--- src/hdl/asp_params.svh ---
// offsets, field positions, reset values and timing counts of the serial port
`ifndef ASP_PARAMS_SVH
`define ASP_PARAMS_SVH
`define ASP_OFF_CTRL        12'h000
`define ASP_OFF_DATA        12'h004
`define ASP_OFF_POWER       12'h008
`define ASP_OFF_RELOAD      12'h00C
`define ASP_OFF_RATE        12'h010
`define ASP_CTRL_MODE_LOW   7
`define ASP_CTRL_FE         7
`define ASP_CTRL_MODE_HIGH  6
`define ASP_CTRL_MULTIPROC  5
`define ASP_CTRL_RX_ALLOW   4
`define ASP_CTRL_TX_NINTH   3
`define ASP_CTRL_RX_NINTH   2
`define ASP_CTRL_TX_DONE    1
`define ASP_CTRL_RX_DONE    0
`define ASP_PWR_FCHECK      6
`define ASP_PWR_DOUBLE      7
`define ASP_RATE_RUN        4
`define ASP_RATE_TX_SRC     3
`define ASP_RATE_RX_SRC     2
`define ASP_RATE_FAST       1
`define ASP_RATE_M0SRC      0
`define ASP_RST_BYTE        8'h00
`define ASP_PRESCALE        6
`define ASP_SMP_LAST        4'hF
`define ASP_SMP_VOTE_LO     4'h7
`define ASP_SMP_VOTE_HI     4'h9
`define ASP_SMP_DECIDE      4'hA
`define ASP_BITS_8          4'hA
`define ASP_BITS_9          4'hB
`endif

--- src/hdl/asp_pkg.sv ---
// types shared by the serial port modules
package asp_pkg;
  typedef enum logic [1:0] {
    MODE_SHIFT = 2'b00,
    MODE_8VAR  = 2'b01,
    MODE_9FIX  = 2'b10,
    MODE_9VAR  = 2'b11
  } asp_mode_t;

  typedef enum logic [4:0] {
    RX_IDLE  = 5'b0_0001,
    RX_START = 5'b0_0010,
    RX_DATA  = 5'b0_0100,
    RX_NINTH = 5'b0_1000,
    RX_STOP  = 5'b1_0000
  } asp_rx_state_t;

  typedef enum logic [1:0] {
    TX_IDLE  = 2'b01,
    TX_SHIFT = 2'b10
  } asp_tx_state_t;

  typedef struct packed {
    logic mode_low;
    logic mode_high;
    logic multiproc_enable;
    logic rx_allow;
    logic tx_ninth_bit;
  } asp_ctrl_t;
endpackage

--- src/hdl/asp_rate_gen.sv ---
// internal 8-bit auto-reload rate generator with optional divide-by-6 prescale
`timescale 1ns/1ns
`include "asp_params.svh"
module asp_rate_gen #(
  parameter int PRESCALE = `ASP_PRESCALE
) (
  input  wire logic       pclk,
  input  wire logic       presetn,
  input  wire logic       run,
  input  wire logic       fast,
  input  wire logic [7:0] reload,
  output logic            ovf
);
  localparam int PW = $clog2(PRESCALE);
  logic [PW-1:0] pre_r;
  logic [7:0]    cnt_r;
  logic          step;

  // slow setting counts one peripheral clock in PRESCALE
  assign step = fast | (pre_r == PW'(PRESCALE - 1));

  // prescaler holds at zero while stopped so a restart begins cleanly
  always_ff @(posedge pclk or negedge presetn) begin
    if (!presetn) begin
      pre_r <= '0;
    end else if (!run || step) begin
      pre_r <= '0;
    end else begin
      pre_r <= pre_r + PW'(1);
    end
  end

  // counter reloads on overflow; overflow is the rate pulse
  always_ff @(posedge pclk or negedge presetn) begin
    if (!presetn) begin
      cnt_r <= `ASP_RST_BYTE;
      ovf   <= 1'b0;
    end else begin
      ovf <= run & step & (cnt_r == 8'hFF);
      if (run && step) begin
        cnt_r <= (cnt_r == 8'hFF) ? reload : cnt_r + 8'h01;
      end
    end
  end
endmodule

--- src/hdl/asp_tick_div.sv ---
// turns rate pulses into 16x sample ticks, halving unless rate doubling is on
`timescale 1ns/1ns
module asp_tick_div (
  input  wire logic pclk,
  input  wire logic presetn,
  input  wire logic src,
  input  wire logic halve,
  output logic      tick
);
  logic ph_r;

  // phase toggles on every source pulse; even pulses pass when halving, the first is held back
  always_ff @(posedge pclk or negedge presetn) begin
    if (!presetn) begin
      ph_r <= 1'b0;
    end else if (src) begin
      ph_r <= ~ph_r;
    end
  end

  assign tick = src & (~halve | ph_r);
endmodule

--- src/hdl/asp_serial_port.sv ---
// asynchronous serial port: apb registers, rate selection, transmitter and receiver
// Contract
// - 8-bit mode frame is start, eight data bits, stop: ten bits.
// - 8-bit mode stores received stop bit level in rx ninth-bit flag.
// - 9-bit modes frame: start, eight data lsb first, ninth bit, stop.
// - 9-bit modes store received ninth bit in rx ninth-bit flag.
// - 9-bit modes transmit the tx ninth-bit control as ninth bit.
// - transmit and receive run independently, full duplex.
// - writing the data buffer starts transmission of that byte; the code ignores the write in shift mode and while busy.
// - with receive allowed, a character starts only on a falling rxd edge.
// - framing check works in all async modes, only when enabled.
// - enabled check sets framing error when stop bit is low.
// - framing error stays set until software clear or reset.
// - with check enabled, receive done rises at the stop bit.
// - modes 1 and 3 pick timer 1 or generator per direction.
// - fixed 9-bit mode runs at pclk/32, or pclk/16 when doubled.
// - two mode bits select shift, 8-bit var, 9-bit fixed, 9-bit var.
// - transmit done set at start of stop bit, cleared by software.
// - generator is 8-bit auto-reload, pclk or pclk/6, gated by run.
// - timer 1 overflow forms the rate, rate double doubles it.
`timescale 1ns/1ns
`include "asp_params.svh"
module asp_serial_port (
  input  wire logic        pclk,
  input  wire logic        presetn,
  input  wire logic        psel,
  input  wire logic        penable,
  input  wire logic        pwrite,
  input  wire logic [11:0] paddr,
  input  wire logic [31:0] pwdata,
  output logic      [31:0] prdata,
  output logic             pready,
  output logic             pslverr,
  input  wire logic        timer1_ovf,
  input  wire logic        rxd,
  output logic             txd
);
  asp_pkg::asp_ctrl_t     ctrl_r;
  asp_pkg::asp_mode_t     mode;
  asp_pkg::asp_rx_state_t rx_state_r;
  asp_pkg::asp_tx_state_t tx_state_r;
  logic        fe_r, rx_ninth_r, tdone_r, rdone_r, fcheck_r, rdouble_r;
  logic        run_r, txsrc_r, rxsrc_r, fast_r, m0src_r;
  logic [7:0]  reload_r, rx_buf_r, rx_sh_r;
  logic        rxd_meta_r, rxd_sync_r, rxd_prev_r;
  logic [3:0]  rx_smp_r, tx_smp_r, tx_cnt_r;
  logic [2:0]  rx_bitn_r;
  logic [1:0]  vote_r;
  logic [10:0] tx_sh_r;
  logic        acc, wr, hit, ctrl_wr, nine, async_on;
  logic        brg_ovf, rx_src, tx_src, rx_tick, tx_tick;
  logic        rx_fall, rx_bit, rx_decide, rx_done_set, rx_ninth_set, fe_set;
  logic        tx_load, tx_edge, tdone_set;
  logic [7:0]  ctrl_rd, rx_load_val;

  // ---- bus slave: zero wait states, error on unmapped address
  assign acc     = psel & penable;
  assign wr      = acc & pwrite;
  assign hit     = (paddr == `ASP_OFF_CTRL) | (paddr == `ASP_OFF_DATA) | (paddr == `ASP_OFF_POWER)
                 | (paddr == `ASP_OFF_RELOAD) | (paddr == `ASP_OFF_RATE);
  assign pready  = 1'b1;
  assign pslverr = acc & ~hit;
  assign ctrl_wr = wr & (paddr == `ASP_OFF_CTRL);

  // bit 7 shows the framing error or the low mode bit, chosen by the check enable
  assign ctrl_rd = {fcheck_r ? fe_r : ctrl_r.mode_low, ctrl_r.mode_high, ctrl_r.multiproc_enable,
                    ctrl_r.rx_allow, ctrl_r.tx_ninth_bit, rx_ninth_r, tdone_r, rdone_r};

  // read data captured in the setup cycle so it is a flop at the access edge
  always_ff @(posedge pclk or negedge presetn) begin
    if (!presetn) begin
      prdata <= 32'h0000_0000;
    end else if (psel && !penable && !pwrite) begin
      case (paddr)
        `ASP_OFF_CTRL:   prdata <= {24'h00_0000, ctrl_rd};
        `ASP_OFF_DATA:   prdata <= {24'h00_0000, rx_buf_r};
        `ASP_OFF_POWER:  prdata <= {24'h00_0000, rdouble_r, fcheck_r, 6'h00};
        `ASP_OFF_RELOAD: prdata <= {24'h00_0000, reload_r};
        `ASP_OFF_RATE:   prdata <= {27'h000_0000, run_r, txsrc_r, rxsrc_r, fast_r, m0src_r};
        default:         prdata <= 32'h0000_0000;
      endcase
    end
  end

  // software configuration; the low mode bit is hidden behind the error flag when checking
  always_ff @(posedge pclk or negedge presetn) begin
    if (!presetn) begin
      ctrl_r <= '0;
    end else if (ctrl_wr) begin
      if (!fcheck_r) begin
        ctrl_r.mode_low <= pwdata[`ASP_CTRL_MODE_LOW];
      end
      ctrl_r.mode_high        <= pwdata[`ASP_CTRL_MODE_HIGH];
      ctrl_r.multiproc_enable <= pwdata[`ASP_CTRL_MULTIPROC];
      ctrl_r.rx_allow         <= pwdata[`ASP_CTRL_RX_ALLOW];
      ctrl_r.tx_ninth_bit     <= pwdata[`ASP_CTRL_TX_NINTH];
    end
  end

  // power, reload and rate control registers
  always_ff @(posedge pclk or negedge presetn) begin
    if (!presetn) begin
      fcheck_r  <= 1'b0;
      rdouble_r <= 1'b0;
      reload_r  <= `ASP_RST_BYTE;
      {run_r, txsrc_r, rxsrc_r, fast_r, m0src_r} <= 5'h00;
    end else if (wr) begin
      if (paddr == `ASP_OFF_POWER) begin
        fcheck_r  <= pwdata[`ASP_PWR_FCHECK];
        rdouble_r <= pwdata[`ASP_PWR_DOUBLE];
      end
      if (paddr == `ASP_OFF_RELOAD) begin
        reload_r <= pwdata[7:0];
      end
      if (paddr == `ASP_OFF_RATE) begin
        run_r   <= pwdata[`ASP_RATE_RUN];
        txsrc_r <= pwdata[`ASP_RATE_TX_SRC];
        rxsrc_r <= pwdata[`ASP_RATE_RX_SRC];
        fast_r  <= pwdata[`ASP_RATE_FAST];
        m0src_r <= pwdata[`ASP_RATE_M0SRC];
      end
    end
  end

  // hardware-set flags; a set in the same cycle as a software write wins
  always_ff @(posedge pclk or negedge presetn) begin
    if (!presetn) begin
      fe_r       <= 1'b0;
      rx_ninth_r <= 1'b0;
      tdone_r    <= 1'b0;
      rdone_r    <= 1'b0;
    end else begin
      if (fe_set) begin
        fe_r <= 1'b1;
      end else if (ctrl_wr && fcheck_r) begin
        fe_r <= pwdata[`ASP_CTRL_FE];
      end
      if (rx_ninth_set) begin
        rx_ninth_r <= rx_bit;
      end else if (ctrl_wr) begin
        rx_ninth_r <= pwdata[`ASP_CTRL_RX_NINTH];
      end
      if (tdone_set) begin
        tdone_r <= 1'b1;
      end else if (ctrl_wr) begin
        tdone_r <= pwdata[`ASP_CTRL_TX_DONE];
      end
      if (rx_done_set) begin
        rdone_r <= 1'b1;
      end else if (ctrl_wr) begin
        rdone_r <= pwdata[`ASP_CTRL_RX_DONE];
      end
    end
  end

  // ---- rate selection
  assign mode     = asp_pkg::asp_mode_t'({ctrl_r.mode_low, ctrl_r.mode_high});
  assign async_on = (mode != asp_pkg::MODE_SHIFT);
  assign nine     = ctrl_r.mode_low;

  asp_rate_gen u_rate_gen (
    .pclk    (pclk),
    .presetn (presetn),
    .run     (run_r),
    .fast    (fast_r),
    .reload  (reload_r),
    .ovf     (brg_ovf)
  );

  // fixed mode feeds every clock: 16 samples at pclk/2 gives pclk/32 per bit
  assign rx_src = (mode == asp_pkg::MODE_9FIX) ? 1'b1 : (rxsrc_r ? brg_ovf : timer1_ovf);
  assign tx_src = (mode == asp_pkg::MODE_9FIX) ? 1'b1 : (txsrc_r ? brg_ovf : timer1_ovf);

  asp_tick_div u_rx_div (
    .pclk    (pclk),
    .presetn (presetn),
    .src     (rx_src),
    .halve   (~rdouble_r),
    .tick    (rx_tick)
  );

  asp_tick_div u_tx_div (
    .pclk    (pclk),
    .presetn (presetn),
    .src     (tx_src),
    .halve   (~rdouble_r),
    .tick    (tx_tick)
  );

  // ---- transmitter
  assign tx_load   = wr & (paddr == `ASP_OFF_DATA) & async_on & (tx_state_r == asp_pkg::TX_IDLE);
  assign tx_edge   = tx_tick & (tx_smp_r == `ASP_SMP_LAST) & (tx_state_r == asp_pkg::TX_SHIFT);
  assign tdone_set = tx_edge & (tx_cnt_r == 4'h2);

  // frame shifts lsb first; a write while busy is dropped
  always_ff @(posedge pclk or negedge presetn) begin
    if (!presetn) begin
      tx_state_r <= asp_pkg::TX_IDLE;
      tx_sh_r    <= 11'h7FF;
      tx_cnt_r   <= 4'h0;
      tx_smp_r   <= 4'h0;
      txd        <= 1'b1;
    end else if (tx_load) begin
      tx_state_r <= asp_pkg::TX_SHIFT;
      tx_sh_r    <= {1'b1, nine ? ctrl_r.tx_ninth_bit : 1'b1, pwdata[7:0], 1'b0};
      tx_cnt_r   <= nine ? `ASP_BITS_9 : `ASP_BITS_8;
      tx_smp_r   <= 4'h0;
      txd        <= 1'b0;
    end else if (tx_state_r == asp_pkg::TX_SHIFT) begin
      if (tx_tick) begin
        tx_smp_r <= tx_smp_r + 4'h1;
      end
      if (tx_edge) begin
        tx_sh_r  <= {1'b1, tx_sh_r[10:1]};
        tx_cnt_r <= tx_cnt_r - 4'h1;
        txd      <= (tx_cnt_r == 4'h1) ? 1'b1 : tx_sh_r[1];
        if (tx_cnt_r == 4'h1) begin
          tx_state_r <= asp_pkg::TX_IDLE;
        end
      end
    end
  end

  // ---- receiver
  // two-flop synchroniser; edge detect looks only at the second stage
  always_ff @(posedge pclk or negedge presetn) begin
    if (!presetn) begin
      rxd_meta_r <= 1'b1;
      rxd_sync_r <= 1'b1;
      rxd_prev_r <= 1'b1;
    end else begin
      rxd_meta_r <= rxd;
      rxd_sync_r <= rxd_meta_r;
      rxd_prev_r <= rxd_sync_r;
    end
  end

  assign rx_fall   = rxd_prev_r & ~rxd_sync_r;
  assign rx_bit    = vote_r[1];                                   // two or three of three
  assign rx_decide = rx_tick & (rx_smp_r == `ASP_SMP_DECIDE) & (rx_state_r != asp_pkg::RX_IDLE);
  // without the check, done comes with the last data bit in 8-bit mode or the ninth bit in 9-bit modes, and skips the stop bit
  assign rx_done_set = rx_decide & (((rx_state_r == asp_pkg::RX_DATA) & (rx_bitn_r == 3'h7) & ~nine & ~fcheck_r)
                     | ((rx_state_r == asp_pkg::RX_NINTH) & ~fcheck_r)
                     | ((rx_state_r == asp_pkg::RX_STOP) & fcheck_r));
  assign rx_ninth_set = rx_decide & ((rx_state_r == asp_pkg::RX_NINTH)
                      | ((rx_state_r == asp_pkg::RX_STOP) & ~nine));
  assign fe_set      = rx_decide & (rx_state_r == asp_pkg::RX_STOP) & fcheck_r & ~rx_bit;
  assign rx_load_val = (rx_state_r == asp_pkg::RX_DATA) ? {rx_bit, rx_sh_r[7:1]} : rx_sh_r;

  // receive sequencer; stop handled at mid-bit so the next start edge is not missed
  always_ff @(posedge pclk or negedge presetn) begin
    if (!presetn) begin
      rx_state_r <= asp_pkg::RX_IDLE;
      rx_smp_r   <= 4'h0;
      rx_bitn_r  <= 3'h0;
      vote_r     <= 2'h0;
      rx_sh_r    <= `ASP_RST_BYTE;
    end else begin
      case (rx_state_r)
        asp_pkg::RX_IDLE: begin
          rx_smp_r  <= 4'h0;
          vote_r    <= 2'h0;
          rx_bitn_r <= 3'h0;
          if (rx_fall && ctrl_r.rx_allow && async_on) begin
            rx_state_r <= asp_pkg::RX_START;
          end
        end
        default: begin
          if (rx_tick) begin
            rx_smp_r <= rx_smp_r + 4'h1;
            if (rx_smp_r >= `ASP_SMP_VOTE_LO && rx_smp_r <= `ASP_SMP_VOTE_HI) begin
              vote_r <= vote_r + {1'b0, rxd_sync_r};
            end
            if (rx_smp_r == `ASP_SMP_LAST) begin
              vote_r <= 2'h0;
            end
          end
          if (rx_decide) begin
            case (rx_state_r)
              asp_pkg::RX_START: begin
                if (rx_bit) begin
                  rx_state_r <= asp_pkg::RX_IDLE;
                end
              end
              asp_pkg::RX_DATA: begin
                rx_sh_r <= {rx_bit, rx_sh_r[7:1]};
              end
              asp_pkg::RX_STOP: begin
                rx_state_r <= asp_pkg::RX_IDLE;
              end
              default: begin
              end
            endcase
          end
          if (rx_tick && rx_smp_r == `ASP_SMP_LAST) begin
            case (rx_state_r)
              asp_pkg::RX_START: rx_state_r <= asp_pkg::RX_DATA;
              asp_pkg::RX_DATA: begin
                rx_bitn_r <= rx_bitn_r + 3'h1;
                if (rx_bitn_r == 3'h7) begin
                  rx_state_r <= nine ? asp_pkg::RX_NINTH : asp_pkg::RX_STOP;
                end
              end
              asp_pkg::RX_NINTH: rx_state_r <= asp_pkg::RX_STOP;
              default: rx_state_r <= rx_state_r;
            endcase
          end
        end
      endcase
    end
  end

  // receive half of the data buffer, separate from the transmit shifter
  always_ff @(posedge pclk or negedge presetn) begin
    if (!presetn) begin
      rx_buf_r <= `ASP_RST_BYTE;
    end else if (rx_done_set) begin
      rx_buf_r <= rx_load_val;
    end
  end
endmodule

--- config.mk ---
export PLATFORM = sky130hd
export DESIGN_NAME = asp_serial_port
export DESIGN_NICKNAME = d
export VERILOG_FILES = /design/src/hdl/asp_pkg.sv /design/src/hdl/asp_rate_gen.sv /design/src/hdl/asp_tick_div.sv /design/src/hdl/asp_serial_port.sv
export VERILOG_INCLUDE_DIRS = /design/src /design/src/hdl
export SDC_FILE = /design/constraint.sdc
export NUM_CORES = 1
export LEC_CHECK = 0
export BUFFER_PORTS_ARGS = -buffer_cell sky130_fd_sc_hd__buf_2
export CORE_UTILIZATION = 45
export DETAILED_ROUTE_END_ITERATION = 16
export GPL_TIMING_DRIVEN = 0
export PLACE_DENSITY = 0.74
export SKIP_CTS_REPAIR_TIMING = 1
export SYNTH_ARGS = -nofsm -noshare
export SYNTH_HDL_FRONTEND = slang
export SYNTH_HIERARCHICAL = 1
export SYNTH_SLANG_ARGS = --single-unit
--- constraint.sdc ---
create_clock -name pclk -period 7.1 [get_ports pclk]
set_clock_uncertainty 0.1 [all_clocks]
set_input_delay 1.42 -clock pclk [delete_from_list [all_inputs] [get_ports pclk]]
set_output_delay 1.42 -clock pclk [all_outputs]
set_load 0.03 [all_outputs]
==> metrics.md, run 1 <==
| Metric | Value |
|---|---|
| Path type of the worst setup path | input port to primary output |
| Die Span Y | 113.0 µm |
| Clk pin slew, worst setup/hold paths | about 0.06 ns |
| Ys Warns | 6 |
| Tightest Pin Transition | around 0.90 ns |
| Initial drt markers | between 150 and 200 |
| First-pass GRT wire length | around 19 mm |
| Arr. time, crit path | just under 3 ns |
| Share of cells above drive strength 1 | ~35% |
| 1st-pass router iterations | 4 |
| GRT Total Usage | about 19% |
| Number of distinct library cells after synthesis | 76 |
| CTS tree | yes |
| Hold_ws | around 0.26 ns |
| Final hold vios | 0 |
| Number of synthesized register bits | between 90 and 100 |
| DRC | 0 |
| Synthesized area per cell | approximately 11 µm² |
| Final setup vio count | 0 |
| Total congestion overflow | 0 |
| # nets final | between 600 and 700 |
| Ys flop type | dfrtp_1 |
| Port Buf Inserts | 34 |
| DR vias/cell | between 5 and 6 |
| Final worst slack | roughly 2.7 ns |
| Number of synthesized flops with an enable pin | 0 |
| Starting Density | between 40% and 50% |
| Overall power | around 1.3 mW |
| Chip Width | between 100 and 150 µm |
| CTS buffer count | 9 |
| Crit start category | input port |
| Seq/Total Area, Yosys | about 45% |
| Max_slew headroom | 39.86% |
| Vias in the first global route | just under 4000 |
| RSZ-0062 raised after global routing | no |
| Antenna Nets Post-Route | 0 |
| Worst Hold Class | flop to flop |
| Wirelength per Cell | 16.03 µm |
| Fin crit share | a little over three fifths |
| Hpwl dp | 8.350 mm |
| DIE AREA | approximately 0.013 mm² |
| Mapped cell area | 0.005549 mm² |
| Final wirelength | between 10 and 15 mm |
| Placement row count | 40 |
| CORE AREA | between 0.01 and 0.015 mm² |
| CTS sink count | a little under 100 |
| Crit path max fanout | 6 |
| Max rail drop VDD | ~0.11 mV |
| Pleak | roughly 3.1 nW |
| Syn-to-layout area delta | 14.05% |
| Max clock buf depth | 2 |
| Post-Synthesis Cells | between 400 and 500 |
| Max Clk Rate | between 200 and 250 MHz |
| H-tree Lvls | 3 |
| Pin count of the biggest net entering global routing | between 60 and 70 |
| Initial antenna violation count | 1 |
| N_diodes | 0 |
| Final setup TNS | 0 ns |
| Vias post-DR | 3890 |
| Worst Setup End Kind | primary output |
| Outcome | finished clean |
| Clk root buf | clkbuf_16 |
| Routability cong. | roughly 0.84 |
| Max-Cap Viols | 0 |
| FFs w/ async S/R, synth | 100.0% |
| # IOs | 86 |
| Place WS | approximately 2.7 ns |
| Slew Limit Fails | 0 |
| Reg2reg setup slack | about 4.2 ns |
| Crit path required time | about 5.6 ns |
| Cell Pwr Density | around 200 mW/mm² |
| Latest clock arrival within the worst-skew pair | around 0.35 ns |
| Post-layout min period | between 4 and 5 ns |
[cells by family (layout without fill, tap and decap cells)]
kind of cell | Yosys count | after routing | share of synthesized area [%]
DFF | 99 | 99 | 44.98
AOI/OAI and AO/OA | 69 | 69 | 9.313
xor gates and xnor gates | 12 | 12 | 1.894
buffers and inverters | 64 | 115 | 6.719
adders and majority gates | 14 | 14 | 3.157
other | 2 | 25 | 0.1353
muxes | 77 | 77 | 16.32
and+or+nand+nor | 156 | 156 | 17.47
[path summary, 6_finish.rpt]
kind,startpoint,end,depth (start not counted)
setup / recovery,paddr[0],pslverr,5
hold / removal,rxd_meta_r,rxd_sync_r,0
setup reg to reg,nine,tx_sh_r[8],8
hold reg to reg,rxd_meta_r,rxd_sync_r,0
max in group asynchronous,presetn,tx_sh_r[2],2
min in group asynchronous,presetn,rx_smp_r[3],1
[critical path, cell delays in order]
cell	delay, ns
buf_2	0.10
or4_4	0.58
nor4b_2	0.53
nor2_1	0.09
buf_2	0.19
[metrics by stage]
step	std cells	area (µm²)	util, %
3_3_place_gp	697	5989	49.86
5_1_grt	714	6329	52.69
2_1_floorplan	516	5635	-
3_5_place_dp	698	6020	50.11
4_1_cts	714	6329	52.69
6_report	714	6329	52.69
[final cells by class]
| type | instances | area [µm²] |
|---|---|---|
| clock inverter | 6 | 80.08 |
| sequential | 99 | 2496 |
| fill | 1051 | 5683 |
| inverter | 18 | 67.56 |
| buffer | 46 | 305.3 |
| clock buffer | 10 | 229.0 |
| timing repair buffer | 35 | 200.2 |
| multi-input combinational | 353 | 2766 |
| tap | 147 | 183.9 |
[per-layer routing]
| metal | wire [µm] | GRT usage [%] | vias to the layer above | share of wire [%] |
|---|---|---|---|---|
| met3 | 505 | 3.589 | 21 | 4.4 |
| met5 | 13 | 0 | - | 0.11 |
| met1 | 5183 | 25.25 | 1890 | 45 |
| li1 | - | - | 1879 | - |
| met2 | 5443 | 31.12 | 98 | 48 |
| met4 | 297 | 9.649 | 2 | 2.6 |
[cell usage after synthesis (all sizes together) (3+ instances only)]
| cell type | count | area [µm²] |
|---|---|---|
| or4 | 3 | 30.03 |
| mux2i | 14 | 140.1 |
| and4 | 3 | 28.78 |
| a211o | 5 | 43.79 |
| nor2 | 27 | 101.4 |
| dfstp | 15 | 394.1 |
| nand4 | 7 | 50.05 |
| a2111oi | 3 | 38.79 |
| o21ai | 13 | 65.06 |
| xnor2 | 5 | 43.79 |
| xor2 | 7 | 61.31 |
| nand4b | 4 | 35.03 |
| buf | 37 | 271.5 |
| ha | 14 | 175.2 |
| a211oi | 4 | 35.03 |
| a21boi | 3 | 22.52 |
| inv | 18 | 67.56 |
| o211ai | 5 | 37.54 |
| nor4 | 7 | 103.9 |
| clkbuf | 9 | 33.78 |
| a22o | 5 | 43.79 |
| nand2 | 33 | 142.6 |
| nor3 | 10 | 65.06 |
| nand3 | 23 | 115.1 |
| or3 | 4 | 25.02 |
| nor3b | 4 | 30.03 |
| dfrtp | 84 | 2102 |
| and3 | 7 | 51.29 |
| nand3b | 6 | 48.80 |
| mux2 | 61 | 720.7 |
| a21oi | 10 | 61.31 |
| a31oi | 6 | 37.54 |
| and2 | 4 | 27.52 |
| nand2b | 5 | 31.28 |
[flip-flops by register name, summed over array words and instances (netlist names), 2 cells and up]
signal	flops
rx_sh_r	8
reload_r	8
rx_buf_r	8
tx_smp_r	4
tx_state_r	2
rx_smp_r	4
u_rate_gen/cnt_r	8
rx_state_r	5
tx_sh_r	9
ctrl_r	4
u_rate_gen/pre_r	3
tx_cnt_r	4
vote_r	2
rx_bitn_r	3
prdata	8
[layout by cell type (no fill, tap or decap), types with 5 or more instances in the layout]
| master | synthesis | routed |
|---|---|---|
| nor3_1 | 7 | 7 |
| xor2_1 | 7 | 7 |
| buf_2 | 7 | 40 |
| a22o_1 | 5 | 5 |
| nand2_1 | 31 | 31 |
| ha_1 | 14 | 14 |
| mux2_2 | 51 | 51 |
| nor2_1 | 27 | 27 |
| clkbuf_1 | 9 | 10 |
| a31oi_1 | 6 | 6 |
| dfstp_2 | 15 | 15 |
| a21oi_1 | 9 | 9 |
| nand4_1 | 6 | 6 |
| nand3b_1 | 5 | 5 |
| buf_4 | 27 | 28 |
| o211ai_1 | 5 | 5 |
| a211o_1 | 5 | 5 |
| o21ai_0 | 11 | 11 |
| dfrtp_1 | 84 | 84 |
| nand2b_1 | 5 | 5 |
| mux2i_1 | 14 | 14 |
| nand3_1 | 23 | 23 |
| mux2_4 | 9 | 9 |
| inv_1 | 17 | 17 |
| clkbuf_16 | 0 | 9 |
| conb_1 | 2 | 25 |
| xnor2_1 | 5 | 5 |
[power by group]
group	leakage [nW]	switching (mW)	internal, mW
clock network	0.156	0.209	0.306
registers	1.31	0.0207	0.588
logic	1.65	0.0937	0.0577
Power figures use the tool's default switching activity.
==> run 2: changes to the inputs <==
--- a/config.mk
+++ b/config.mk
@@ -6,6 +6,7 @@
 export SDC_FILE = /design/constraint.sdc
 export NUM_CORES = 1
 export LEC_CHECK = 0
+export ABC_AREA = 1
 export BUFFER_PORTS_ARGS = -buffer_cell sky130_fd_sc_hd__buf_2
 export CORE_UTILIZATION = 45
 export DETAILED_ROUTE_END_ITERATION = 16
==> constraint.sdc (replaced) <==
create_clock -name pclk -period 4.2 [get_ports pclk]
set_clock_uncertainty 0.1 [all_clocks]
set_input_delay 0.84 -clock pclk [delete_from_list [all_inputs] [get_ports pclk]]
set_output_delay 0.84 -clock pclk [all_outputs]
set_load 0.03 [all_outputs]
==> run 2 against run 1 <==
  * Routed wire length increased by 1.5%
  * Clock-buffer cell count unchanged
  * Sequential share of layout area decreased by 0.57 points
  * Setup slack got worse by 1.5 ns
  * Synthesized cell count up 46%
  * Critical endpoint unchanged
==> metrics.md, run 2 <==
| Metric | Value |
|---|---|
| Wirelength per Cell | 12.02 µm (-25%) |
| Crit path buf inv count | 3 (+1) |
| P_int | 1.897 mW (+99%) |
| Vias post-DR | 4587 (+18%) |
| Number of synthesized register bits | 99 (unchanged) |
| Final hold vios | 0 (unchanged) |
| Worst Hold Class | flop to flop |
| Seq/Total Area, Yosys | 44.61% (-0.37 points) |
| Max reg flops | 9 (unchanged) |
| Synth area leaders | dfrtp_1, nand2_1, nand3_1, dfstp_2, inv_1 |
| Util after Layout | 53.24% (+0.55 points) |
| Clk root buf | clkbuf_16 |
| Crit path cell chain | buf_2 > nor2_1 > nand2_2 > nor2_4 > buf_4 > o21ai_0 > nand3_1 > nor2_1 > buf_2 |
| Antenna Nets Post-Route | 0 (unchanged) |
| Outcome | finished clean |
| N_diodes | 0 (unchanged) |
| CORE AREA | 0.01206 mm² (+0.42%) |
| Mapped cell area | 0.005595 mm² (+0.83%) |
| Path type of the worst setup path | input port to primary output |
| Slew Limit Fails | 0 (unchanged) |
| CP max stage cell | nor2_4 |
| Final setup vio count | 0 (unchanged) |
| Starting Density | 46.39% (+0.19 points) |
| Worst Setup End Kind | primary output |
| R2R depth | 11 (+3) |
| Max rail drop VDD | 0.2139 mV (+99%) |
| Initial antenna violation count | 0 (-1) |
| H-tree Lvls | 3 (unchanged) |
| Port Buf Inserts | 36 (+5.9%) |
| Initial drt markers | 321 (+64%) |
| Pleak | 3.508 nW (+13%) |
| Max_slew headroom | 64.15% (+24 points) |
| Number of synthesized flops with an enable pin | 0 (unchanged) |
| Synthesized area per cell | 7.750 µm² (-31%) |
| Sequential power share | 44.3% (-3.4 points) |
| Syn-to-layout area delta | 14.76% |
| Share of cells above drive strength 1 | 18.30% (-16 points) |
| FFs w/ async S/R, synth | 100.0% (unchanged) |
| Sw frac | 32.22% (+6.9 points) |
| Post-Synthesis Cells | 722 (+46%) |
| Final setup TNS | 0 ns (unchanged) |
| Pin count of the biggest net entering global routing | 59 (-3.3%) |
| # nets final | 858 (+37%) |
| Cell Pwr Density | 435.9 mW/mm² (+120%) |
| Leading cell type in the layout, fill and taps excluded | nand2_1 |
| DRC | 0 (unchanged) |
| Most flops, register | tx_sh_r |
| Reg2reg setup slack | 2.02 ns (-2.18 ns) |
| Hpwl dp | 8.584 mm (+2.8%) |
| Clock power share | 31.7% (-8.7 points) |
| Latest clock arrival within the worst-skew pair | 0.35 ns (about the same) |
| CP max stage delay | 0.20 ns (-0.38 ns) |
| Final worst slack | 1.191 ns (-1.470 ns) |
| Critical path depth | 9 (+4) |
| Chip Width | 113.5 µm (+0.41%) |
| Worst Hold Depth | 0 (unchanged) |
| Highest-count cells in the layout ignoring fill and taps | nand2_1, inv_1, dfrtp_1 |
| Comb power frac | 24.1% (+12 points) |
| Die Span Y | 113.5 µm (+0.41%) |
| Number of distinct library cells after synthesis | 35 (-54%) |
| Ys flop type | dfrtp_1 |
| Max-Cap Viols | 0 (unchanged) |
| DR vias/cell | 4.748 (-13%) |
| CTS buffer count | 9 (unchanged) |
| GRT Total Usage | 19.78% (+0.40 points) |
| Post-synth top area share | 37.57% (-0.31 points) |
| Placement row count | 40 (unchanged) |
| # IOs | 86 (unchanged) |
| Vias in the first global route | 4210 (+8.1%) |
| Max Clk Rate | between 300 and 400 MHz |
| First-pass GRT wire length | 19.91 mm (+3.1%) |
| Fin crit share | about 72% |
| Synth area leader | dfrtp_1 |
| CTS sink count | 99 (unchanged) |
| Crit path max fanout | 10 (+4) |
| Max clock buf depth | 2 (unchanged) |
| Family with the most delay on the worst path | simple AND/OR/NAND/NOR gates |
| 1st-pass router iterations | 5 (+1) |
| Tightest Pin Transition | 0.5378 ns (-0.3623 ns) |
| DIE AREA | 0.01288 mm² (+0.82%) |
| Clk pin slew, worst setup/hold paths | 0.07 ns (about the same) |
| Arr. time, crit path | 2.07 ns (-0.85 ns) |
| Most common cell in the netlist | nand2_1 |
| Total congestion overflow | 0 (unchanged) |
| Routability cong. | 0.8602 (+2.7%) |
| RSZ-0062 raised after global routing | no |
| CTS tree | yes |
| Fillers | 1129 (+7.4%) |
| Final wirelength | 11.61 mm (+1.5%) |
| Post-layout min period | 3.009 ns |
| Switching power | 0.9019 mW (+180%) |
| Crit start category | input port |
| Ys Warns | 6 (unchanged) |
| Synth cell count leaders | nand2_1, dfrtp_1, inv_1 |
| Crit path required time | 3.26 ns (-2.32 ns) |
| Place WS | 1.194 ns (-1.478 ns) |
-- run 2: logic make-up after synthesis --
logic type      synth area share, %
compound gates                7.983
xor+xnor                     0.6262
fa+ha+maj                     3.131
buf+inv                       11.34
flops                         44.61
other cells                  0.1342
simple gates                  32.18
-- run 2: stage by stage --
step / area (µm²) / hold WS, ns / power (mW) / instances
after floorplan: 5682 / 0.2452 / 1.767 / 745
after global placement: 6072 / 0.2463 / 1.907 / 949
after detailed placement: 6102 / 0.2472 / 1.931 / 950
after CTS: 6421 / 0.2526 / 2.830 / 966
after global routing: 6421 / 0.2545 / 3.003 / 966
final: 6421 / 0.2510 / 2.799 / 966
-- run 2: layout make-up --
cell class,instances,area [µm²],area share [%]
multi-input cells,514,2551,39.73
flip-flops and latches,99,2496,38.87
inverters,89,334.1,5.203
clock inverters,6,90.09,1.403
clock buffers,10,229.0,3.566
plain buffers,43,300.3,4.677
repair buffers,37,210.2,3.274
well taps,168,210.2,3.274
-- run 2: layer usage --
| metal | global-route usage, % | vias to the layer above | wire (µm) |
|---|---|---|---|
| met5 | 0 | - | 0 |
| met2 | 32.72 | 79 | 5572 |
| li1 | - | 2404 | - |
| met4 | 6.754 | 0 | 218 |
| met3 | 4.198 | 15 | 452 |
| met1 | 25.79 | 2089 | 5367 |
-- run 2: worst reg2reg max path, stage by stage, from the launching register on --
cell      delay, ns
dfrtp_1        0.45
o211ai_1       0.32
nand2_1        0.09
nand2_1        0.07
nand2_1        0.08
nor2_4         0.16
nand4_2        0.23
inv_2          0.14
buf_2          0.22
nand3_1        0.09
nand2_1        0.08
nor2_1         0.04
-- run 2: worst paths after layout --
kind                             from          end
setup / recovery             paddr[7]      pslverr
hold / removal             rxd_meta_r   rxd_sync_r
setup reg to reg              txsrc_r  tx_cnt_r[2]
hold reg to reg            rxd_meta_r   rxd_sync_r
max in group asynchronous     presetn   rxd_meta_r
min in group asynchronous     presetn  tx_cnt_r[3]
-- run 2: power groups by stage --
stage                     registers, mW  logic (mW)  clock network, mW
after floorplan                    1.24       0.528                  0
after global placement             1.25       0.657                  0
after detailed placement           1.25       0.678                  0
after CTS                          1.24       0.680              0.912
after global routing               1.26       0.794              0.947
final                              1.24       0.674              0.887
